$ cat src/rtl/fcp_pkg.sv
// Package for the flash command, status and protection block.
// Assumes an 8-bit register port and a 10 MHz bus clock.
package fcp_pkg;
   // ----------------------------------------
   // Register indices
   // ----------------------------------------
   localparam logic [2:0] FCP_OFS_PROT = 3'h0;
   localparam logic [2:0] FCP_OFS_STAT = 3'h1;
   localparam logic [2:0] FCP_OFS_CMD = 3'h2;
   localparam logic [2:0] FCP_OFS_CTRL = 3'h3;
   localparam logic [2:0] FCP_OFS_SEC = 3'h4;
   // ----------------------------------------
   // Field positions
   // ----------------------------------------
   localparam int FCP_PROT_DIS = 0;
   localparam int FCP_ST_CBEF = 7;
   localparam int FCP_ST_CCF = 6;
   localparam int FCP_ST_PVIOL = 5;
   localparam int FCP_ST_ACCERR = 4;
   localparam int FCP_ST_BLANK = 2;
   localparam int FCP_CTRL_DIVOK = 0;
   localparam logic [7:0] FCP_STAT_MASK = 8'hF4;
   // ----------------------------------------
   // Command codes
   // ----------------------------------------
   localparam logic [7:0] FCP_BLANK_CHECK_CODE = 8'h05;
   localparam logic [7:0] FCP_BYTE_PROGRAM_CODE = 8'h20;
   localparam logic [7:0] FCP_BURST_PROGRAM_CODE = 8'h25;
   localparam logic [7:0] FCP_PAGE_ERASE_CODE = 8'h40;
   localparam logic [7:0] FCP_MASS_ERASE_CODE = 8'h41;
   // ----------------------------------------
   // Reset values and timing
   // ----------------------------------------
   localparam logic [7:0] FCP_STAT_RST = 8'hC0;
   localparam logic [1:0] FCP_SEC_UNSECURED = 2'h2;
   localparam logic [1:0] FCP_SEC_RST = 2'h0;
   localparam int FCP_CLK_NS = 100;
   localparam int FCP_OP_TIME_NS = 2000;
   localparam logic [7:0] FCP_OP_CYCLES = 8'((FCP_OP_TIME_NS + FCP_CLK_NS - 1) / FCP_CLK_NS);

   typedef enum {FCP_IDLE, FCP_LOAD, FCP_BUSY} fcp_state_t;

   typedef struct packed {
      logic [2:0] addr;
      logic [7:0] wdata;
      logic wr;
      logic rd;
   } fcp_bus_t;

   typedef struct packed {
      logic req;
      logic [7:0] cmd;
      logic [15:0] addr;
   } fcp_op_t;

   typedef struct packed {
      fcp_state_t st;
      logic [7:0] prot;
      logic cbef;
      logic ccf;
      logic pviol;
      logic accerr;
      logic blank;
      logic divok;
      logic [7:0] cmd;
      logic [1:0] sec;
      logic pend;
      logic [7:0] pcmd;
      logic [15:0] paddr;
      logic [7:0] cnt;
      logic [7:0] rdata;
      fcp_op_t op;
   } fcp_state_all_t;
endpackage : fcp_pkg
$ cat src/rtl/fcp_core.sv
// Flash command, status and protection registers with a command sequencer.
// Assumes the array reports completion with op_done and blank results with op_blank.
//
// Design decisions made here: the address map and strobed register access.
`timescale 1ns/10ps
`default_nettype none
module fcp_core (
   // Clock and reset
   input wire logic clk,
   input wire logic rst_n,
   input wire logic clk_en,
   // Register port
   input wire fcp_pkg::fcp_bus_t bus,
   output logic [7:0] rdata,
   // Reset-time load and debug access
   input wire logic [7:0] nonvolatile_protect_byte,
   input wire logic dbg_prot_wr,
   input wire logic [7:0] dbg_prot_data,
   // Array side
   input wire logic [15:0] target_addr,
   input wire logic stop_req,
   input wire logic op_done,
   input wire logic op_blank,
   input wire logic backdoor_ok,
   output fcp_pkg::fcp_op_t op,
   output logic [1:0] security_code,
   output logic [7:0] protection_register
);
   import fcp_pkg::*;

   fcp_state_all_t s_q, s_d;

   // ----------------------------------------
   // Decode helpers
   // ----------------------------------------
   function automatic logic legal_cmd(input logic [7:0] c);
      legal_cmd = (c == FCP_BLANK_CHECK_CODE) || (c == FCP_BYTE_PROGRAM_CODE)
         || (c == FCP_BURST_PROGRAM_CODE) || (c == FCP_PAGE_ERASE_CODE)
         || (c == FCP_MASS_ERASE_CODE);
   endfunction : legal_cmd

   function automatic logic writes_array(input logic [7:0] c);
      writes_array = (c != FCP_BLANK_CHECK_CODE);
   endfunction : writes_array

   // Protected when enabled and address lies above the boundary in p[7:1]; mass erase always protected while enabled
   function automatic logic is_protected(input logic [7:0] p, input logic [7:0] c, input logic [15:0] a);
      if (p[FCP_PROT_DIS]) begin
         is_protected = 1'b0;
      end else if (c == FCP_MASS_ERASE_CODE) begin
         is_protected = 1'b1;
      end else begin
         is_protected = (a[15:9] > p[7:1]);
      end
   endfunction : is_protected

   logic wr_stat, wr_cmd, wr_prot, wr_ctrl, launch;
   always_comb begin
      wr_stat = bus.wr && (bus.addr == FCP_OFS_STAT);
      wr_cmd = bus.wr && (bus.addr == FCP_OFS_CMD);
      wr_prot = bus.wr && (bus.addr == FCP_OFS_PROT);
      wr_ctrl = bus.wr && (bus.addr == FCP_OFS_CTRL);
      launch = wr_stat && bus.wdata[FCP_ST_CBEF] && s_q.cbef;
   end

   // ----------------------------------------
   // Next state
   // ----------------------------------------
   always_comb begin
      logic bad;
      logic viol;
      bad = 1'b0;
      viol = 1'b0;
      s_d = s_q;
      s_d.op.req = 1'b0;
      // Flags: software clear first so hardware set wins afterwards
      if (wr_stat && bus.wdata[FCP_ST_PVIOL]) begin
         s_d.pviol = 1'b0;
      end
      if (wr_stat && bus.wdata[FCP_ST_ACCERR]) begin
         s_d.accerr = 1'b0;
      end
      if (wr_ctrl) begin
         s_d.divok = bus.wdata[FCP_CTRL_DIVOK];
      end
      // Protection register updates
      if (dbg_prot_wr) begin
         s_d.prot = dbg_prot_data;
      end else if (wr_prot && !s_q.prot[FCP_PROT_DIS]) begin
         if (bus.wdata[7:1] < s_q.prot[7:1]) begin
            s_d.prot[7:1] = bus.wdata[7:1];
         end
      end
      if (wr_cmd) begin
         s_d.cmd = bus.wdata;
      end
      // Launch
      if (launch) begin
         if (!legal_cmd(s_q.cmd)) begin
            bad = 1'b1;
         end else if (writes_array(s_q.cmd) && !s_q.divok) begin
            bad = 1'b1;
         end else if (s_q.st != FCP_IDLE && s_q.cmd != FCP_BURST_PROGRAM_CODE) begin
            bad = 1'b1;
         end else if (writes_array(s_q.cmd) && is_protected(s_q.prot, s_q.cmd, target_addr)) begin
            viol = 1'b1;
         end
         if (bad) begin
            s_d.accerr = 1'b1;
         end else if (viol) begin
            s_d.pviol = 1'b1;
         end else begin
            s_d.cbef = 1'b0;
            s_d.ccf = 1'b0;
            s_d.blank = 1'b0;
            s_d.pend = 1'b1;
            s_d.pcmd = s_q.cmd;
            s_d.paddr = target_addr;
         end
      end
      // Sequencer
      case (s_q.st)
         FCP_IDLE: begin
            if (s_q.pend) begin
               s_d.st = FCP_LOAD;
            end
         end
         FCP_LOAD: begin
            // Transfer buffered command to the array, freeing the buffer
            s_d.op.req = 1'b1;
            s_d.op.cmd = s_q.pcmd;
            s_d.op.addr = s_q.paddr;
            s_d.pend = launch && !bad && !viol;
            s_d.cbef = !(launch && !bad && !viol);
            s_d.cnt = FCP_OP_CYCLES;
            s_d.st = FCP_BUSY;
         end
         FCP_BUSY: begin
            if (s_q.cnt != 8'h00) begin
               s_d.cnt = s_q.cnt - 8'h01;
            end
            if (s_q.cnt == 8'h00 && op_done) begin
               if (s_q.op.cmd == FCP_BLANK_CHECK_CODE && op_blank) begin
                  s_d.blank = 1'b1;
                  s_d.sec = FCP_SEC_UNSECURED;
               end
               s_d.st = s_d.pend ? FCP_LOAD : FCP_IDLE;
               if (!s_d.pend) begin
                  s_d.ccf = 1'b1;
               end
            end
         end
         default: begin
            s_d.st = FCP_IDLE;
         end
      endcase
      // Stop during a command aborts it
      if (stop_req && s_q.st != FCP_IDLE) begin
         s_d.accerr = 1'b1;
         s_d.st = FCP_IDLE;
         s_d.pend = 1'b0;
         s_d.cbef = 1'b1;
         s_d.ccf = 1'b1;
      end
      if (backdoor_ok) begin
         s_d.sec = FCP_SEC_UNSECURED;
      end
      // Read data, one cycle later
      s_d.rdata = 8'h00;
      if (bus.rd) begin
         case (bus.addr)
            FCP_OFS_PROT: s_d.rdata = s_q.prot;
            FCP_OFS_STAT: s_d.rdata = {s_q.cbef, s_q.ccf, s_q.pviol, s_q.accerr, 1'b0, s_q.blank, 2'b00} &
               FCP_STAT_MASK;
            FCP_OFS_CMD: s_d.rdata = s_q.cmd;
            FCP_OFS_CTRL: s_d.rdata = {7'h00, s_q.divok};
            FCP_OFS_SEC: s_d.rdata = {6'h00, s_q.sec};
            default: s_d.rdata = 8'h00;
         endcase
      end
   end

   // ----------------------------------------
   // State register
   // ----------------------------------------
   always_ff @(posedge clk) begin
      if (!rst_n) begin
         s_q <= '0;
         s_q.st <= FCP_IDLE;
         s_q.prot <= nonvolatile_protect_byte;
         s_q.cbef <= FCP_STAT_RST[FCP_ST_CBEF];
         s_q.ccf <= FCP_STAT_RST[FCP_ST_CCF];
         s_q.sec <= FCP_SEC_RST;
      end else if (clk_en) begin
         s_q <= s_d;
      end
   end

   always_comb begin
      rdata = s_q.rdata;
      op = s_q.op;
      security_code = s_q.sec;
      protection_register = s_q.prot;
   end
endmodule : fcp_core
`default_nettype wire

$ cat config.mk
export PLATFORM = sky130hd
export DESIGN_NAME = fcp_core
export DESIGN_NICKNAME = d
export VERILOG_FILES = /design/src/rtl/fcp_pkg.sv /design/src/rtl/fcp_core.sv
export SDC_FILE = /design/constraint.sdc
export NUM_CORES = 1
export LEC_CHECK = 0
export BUFFER_PORTS_ARGS = -buffer_cell sky130_fd_sc_hd__clkbuf_2
export CORE_ASPECT_RATIO = 1.1
export CORE_MARGIN = 1.5
export CORE_UTILIZATION = 45
export CTS_CLUSTER_DIAMETER = 60
export DETAILED_ROUTE_END_ITERATION = 8
export PLACE_DENSITY = 0.71
export REMOVE_ABC_BUFFERS = 1
export SYNTH_ARGS = -nofsm -noshare
export SYNTH_HDL_FRONTEND = slang
export SYNTH_SLANG_ARGS = --single-unit
$ cat constraint.sdc
create_clock -name clk -period 2.9 [get_ports clk]
set_input_delay 0.435 -clock clk [delete_from_list [all_inputs] [get_ports clk]]
set_output_delay 0.435 -clock clk [all_outputs]
set_load 0.02 [all_outputs]
* Word-level counts from Yosys, hierarchy flattened
Index checks and enable logic that the tools add are counted. W data, S select, Z words.
Cells by class: $add $sub $neg 1, order comparisons 2, equality and inequality tests 23, multiplexer cells 62, bitwise logic cells 2, reductions and logical operators 46
Operators with widths (number):
- $mux W90 | 2
- $mux W25 | 4
- $mux W32 | 3
- $pmux W32 S3 | 1
- $pmux W8 S5 | 1
- $mux W1 | 36
- $eq A32 B1 Y1 const B | 1
- $eq A32 B2 Y1 const B | 1
- $logic_not A32 Y1 | 1
- $reduce_bool A32 Y1 | 1
- $mux W8 | 3
- $mux W7 | 3
- $logic_and A1 B1 Y1 | 17
- $eq A8 B3 Y1 const B | 2
- $eq A8 B6 Y1 const B | 2
- $eq A8 B7 Y1 const B | 2
- $pmux W8 S2 | 1
- $mux W2 | 6
- $ne A3 B1 Y1 const B | 4
- $reduce_and A4 Y1 | 3
- $reduce_and A3 Y1 | 3
- $logic_not A8 Y1 | 1
- $ne A8 B3 Y1 const B | 1
- $ne A8 B6 Y1 const B | 1
- 19 further kinds | 36
Word-level totals: register bits 122, input port bits 53, output and inout bits 43, logic and storage cells 155

* Longest topological paths before layout
word-level depth 22, depth in mapped cells 10, mapped depth without buffers 8

* Worst setup path after synthesis
OpenSTA, ideal clock, no wires.
path kind input to register, from in bus[4] (netlist name), to reg s_q (netlist bit protection_register[1]), enable pin, arrival time 1700 ps, required time 2517 ps, setup slack 817 ps, cell stages on the path 6, path buffers 0, cell sequence ha_1 -> a21oi_1 -> nor2b_1 -> o21ai_0 -> a21oi_1 -> o31ai_1
Between the ends: cells in the longest elaborated chain, start to end 3
RTL lines:
- from (decl) | RTL line fcp_core.sv:13 | input wire fcp_pkg::fcp_bus_t bus,
- $lt A7 B7 Y1 | RTL line fcp_core.sv:90 | if (bus.wdata[7:1] < s_q.prot[7:1]) begin
- $ne A3 B1 Y1 (no line)
- $reduce_and A3 Y1 (no line)
- to (decl) | RTL line fcp_core.sv:31 | fcp_state_all_t s_q, s_d;
Every way passes these cells. A chain may end at the register's enable or synchronous reset.

* Worst setup path after layout
from reg s_q (netlist bit protection_register[5]), to reg s_q[65] (netlist name)
Between the ends: cells in the longest elaborated chain, start to end 18, elaborated cells between the ends (all ways) 21, classes of those cells 1 x order compare; 17 x mux; 3 x reduce/logical
RTL lines:
- $gt A7 B7 Y1 * | RTL line fcp_core.sv:53 | is_protected = (a[15:9] > p[7:1]);
- $mux W1 * | RTL line fcp_core.sv:50 | end else if (c == FCP_MASS_ERASE_CODE) begin
- $mux W1 * | RTL line fcp_core.sv:48 | if (p[FCP_PROT_DIS]) begin
- $mux W1 * | RTL line fcp_core.sv:103 | end else if (s_q.st != FCP_IDLE && s_q.cmd != FCP_BURST_PROGRAM_CODE) begin
- $mux W1 * | RTL line fcp_core.sv:101 | end else if (writes_array(s_q.cmd) && !s_q.divok) begin
- $mux W1 * | RTL line fcp_core.sv:99 | if (!legal_cmd(s_q.cmd)) begin
- $mux W1 * | RTL line fcp_core.sv:98 | if (launch) begin
- $logic_and A1 B1 Y1 * | RTL line fcp_core.sv:105 | end else if (writes_array(s_q.cmd) && is_protected(s_q.prot, s_q.cmd, target_addr)) begin
- [2 not listed]
- $mux W1 * | RTL line fcp_core.sv:101
- $mux W1 * | RTL line fcp_core.sv:99
- $mux W1 * | RTL line fcp_core.sv:98
- $mux W25 / $mux W1 (equally long branches) | RTL line fcp_core.sv:110, fcp_core.sv:98
- $mux W25 / $logic_not A1 Y1 (equally long branches) | RTL line fcp_core.sv:108, fcp_core.sv:133
- $mux W25 / $logic_and A1 B1 Y1 (equally long branches) | RTL line fcp_core.sv:98, fcp_core.sv:133
- $mux W1 * | RTL line fcp_core.sv:122 | case (s_q.st)
- $mux W1 * | RTL line fcp_core.sv:158 | if (stop_req && s_q.st != FCP_IDLE) begin
Every way passes the cells marked *; elsewhere a longest branch is shown, timed or not. The select of a mux whose other input is x is not followed.

==> run metrics <==
outcome=complete, but fails checks; failing checks=DRC; synthesized instance count=518; unrepaired setup endpoints after global routing=false; hold buffers post-CTS=0; Post-synth EDFFs=8; die area=around 0.011 sq mm; Slew Limit Headroom=a little under half; die height=around 110 um; largest net degree at the start of global routing=80; Crit Path Max Fanout=27; nets=between 600 and 700; Max IR drop VDD=between 0.0002 and 0.0003 V; routed wire length=roughly 10,000 um; Cell Area, Synth=0.00454 sq mm; n_diodes=0; Final period util=approximately 80%; Fillers=around 950; Worst path slowest cell=edfxtp_1; CTS tree=built; Final Wtd Congestion=0.848; hold path endpoint=s_q[44]$_SDFFE_PN0P_; GRT overflow=0; TritonCTS buffer count=9; Clock Root Buffer=clkbuf_8; final count of hold timing violations=0; R2R Setup Slk=just over 500 ps; most common cell in the netlist=dfxtp_1; crit path DAT=~2700 ps; total track usage=19.9%; power share of the combinational group=9.7%; first-pass GRT wire length=roughly 17,000 um; Vias=roughly 3,700; FF-to-FF End=s_q[65]$_SDFFE_PN0P_; critical path class=register to register; type of origin of the critical path=register; synth warn=0; Register Area=0.00190 sq mm; Placed Area=around 0.0047 sq mm; Lkg Pwr=approximately 2.2 nW; Layout Utilization=about half; # setup viols final=0; Starting Density=between 40 and 50%; Fin Hold WS=around 300 ps; Reg2Reg Depth=9; synth top area cells=dfxtp_1 (37%), mux2i_1 (9.5%), buf_4 (7.3%); Seq/Total Area, Yosys=a little over two fifths; Setup Skew=8.55 ps; DIE WIDTH=about 99 um; H-tree levels=3; worst hold path depth=3; post-route cell area=0.00493 sq mm; Max Cap Viol=0; Tmin final=around 2400 ps; Switching Share=between 20% and 30%; share of the synthesized area in the top cell type=between 30% and 40%; Final Max Tran Viols=0; sw power=0.639 mW; CP max stage delay=roughly 450 ps; core area=0.00984 sq mm; Tightest Pin Transition=roughly 800 ps; vias in the first global route=around 3,600; register share of total power=between 50% and 60%; initial drt markers=about 170; worst path required time=about 3200 ps; DP Wirelength=between 7000 and 8000 um; # rows=38; DRC=11; Setup Fix Bufs, Post-CTS=0; Cell variety after synth=between 50 and 60; Worst R2R Start=protection_register[5]$_DFFE_PP_; min-delay src=target_addr[3]; Clock Path Buffers=2; Worst Setup End Kind=register; I/O pin cnt=between 90 and 100; internal power=1.71 mW; synthesized flop and latch total=91; clock-pin slew on the worst setup and hold paths=roughly 100 ps; Setup TNS Final=0 ps; Clock Power Share=35.0%; Cell Chain, Critical Path=inv_1 -> ha_1 -> a211oi_1 -> nor2_1 -> nor4_2 -> o2111ai_4 -> buf_4 -> a21oi_2 -> o221a_1; drt first pass iters=9; final antenna-violating net count=0; port buffer count=94; layout cells sized above 1=around 23%; area used by multi-input combinational logic=about 0.0021 sq mm; Post-synth ARST share=0%; average wire per cell in the routed design=between 10 and 15 um; initial antenna violation count=0; clk sink count=91; Synth area leader=dfxtp_1; top_reg_cell synth=dfxtp_1; worst hold-check path type=primary input to register; Area Overhead vs Synth=8.66%; Fmax achieved=roughly 420 MHz; syn avg cell area=8.76 sq um; most frequent cells after synthesis=dfxtp_1 (83), nor2_1 (73), nand2_1 (67), a21oi_1 (50), buf_4 (44); Vias/cell=5.36; post_cts resized=0; worst skew pair latency=about 360 ps; PD cells=between 400 and 500 mW/mm^2
## layer usage
| metal | vias up | track usage [%] | share of wire (%) |
|---|---|---|---|
| li1 | 1814 | - | - |
| met1 | 1709 | 24.6 | 45 |
| met2 | 116 | 33.6 | 47 |
| met3 | 24 | 4.46 | 5.5 |
| met4 | 0 | 8.27 | 2.5 |
| met5 | - | 0 | 0 |
## metrics by stage
stage / setup WS [ps] / total power [mW] / cells
2_1_floorplan: 208 / 1.45 / 449
3_3_place_gp: 527 / 1.55 / 668
3_5_place_dp: 497 / 1.56 / 668
4_1_cts: 523 / 2.37 / 684
5_1_grt: 301 / 2.46 / 684
6_report: 519 / 2.35 / 684
## cell families after synthesis
kind of cell    synth area share, %
flops                          41.9
fa+ha+maj                      4.14
simple gates                   19.1
compound gates                 12.7
buf+inv                        11.5
other cells                  0.0826
mux                            9.73
xor+xnor                      0.965
## how the worst max path moves through the flow
stage	end	depth (start not counted)	from
floorplan	s_q[65]$_SDFFE_PN0P_	8	protection_register[5]$_DFFE_PP_
global placement	s_q[65]$_SDFFE_PN0P_	9	target_addr[11]
detailed placement	s_q[65]$_SDFFE_PN0P_	9	target_addr[11]
CTS	s_q[65]$_SDFFE_PN0P_	9	protection_register[2]$_DFFE_PP_
global route	s_q[65]$_SDFFE_PN0P_	9	protection_register[2]$_DFFE_PP_
finish	s_q[65]$_SDFFE_PN0P_	9	protection_register[5]$_DFFE_PP_
## sequential cells by signal, summed over array words and instances (netlist names)
register             cells
s_q                     49
op                      25
protection_register      8
rdata                    8
security_code            1
## power by group through the flow
stage / logic, mW / clock network [mW] / registers, mW
floorplan: 0.109 / 0 / 1.34
global placement: 0.222 / 0 / 1.33
detailed placement: 0.228 / 0 / 1.33
CTS: 0.230 / 0.837 / 1.30
global route: 0.258 / 0.897 / 1.30
finish: 0.229 / 0.822 / 1.30
## critical path: cells and delay by family (launching register included)
kind            cells  cell delay (ps)
flops               1              450
simple gates        2              420
fa+ha+maj           1              250
buf+inv             2              430
compound gates      4              770
## layout make-up
cell class                      instances  share of cell area (%)
Timing Repair Buffer                   99                    10.3
Clock buffer                           10                    2.79
Inverter                               16                    1.22
Sequential cell                        91                    38.6
Tap cell                              120                    3.04
Multi-Input combinational cell        342                    43.1
Clock inverter                          6                   0.939
## layout by cell type, fill, tap and decap left out, types with 3 or more instances in the layout
cell       Yosys  layout
nor2_1        73      73
a211oi_1       4       4
nand4b_1       4       4
nand4_1        3       3
o21ai_1        3       3
buf_4         44       5
nor2b_1        7       7
o22ai_1        3       3
a21oi_1       50      50
o21ai_0        7       7
ha_1          15      15
nor4_1         3       3
xnor2_1        4       4
o2bb2ai_1      8       8
and3_1         6       6
clkbuf_2       0      94
clkbuf_8       0      10
nor3_1         4       4
nand2_1       67      67
a22oi_1        3       3
mux2i_1       43      43
edfxtp_1       8       8
dfxtp_1       83      83
inv_1         15      15
Note: power is estimated with default switching activity, not from simulation.
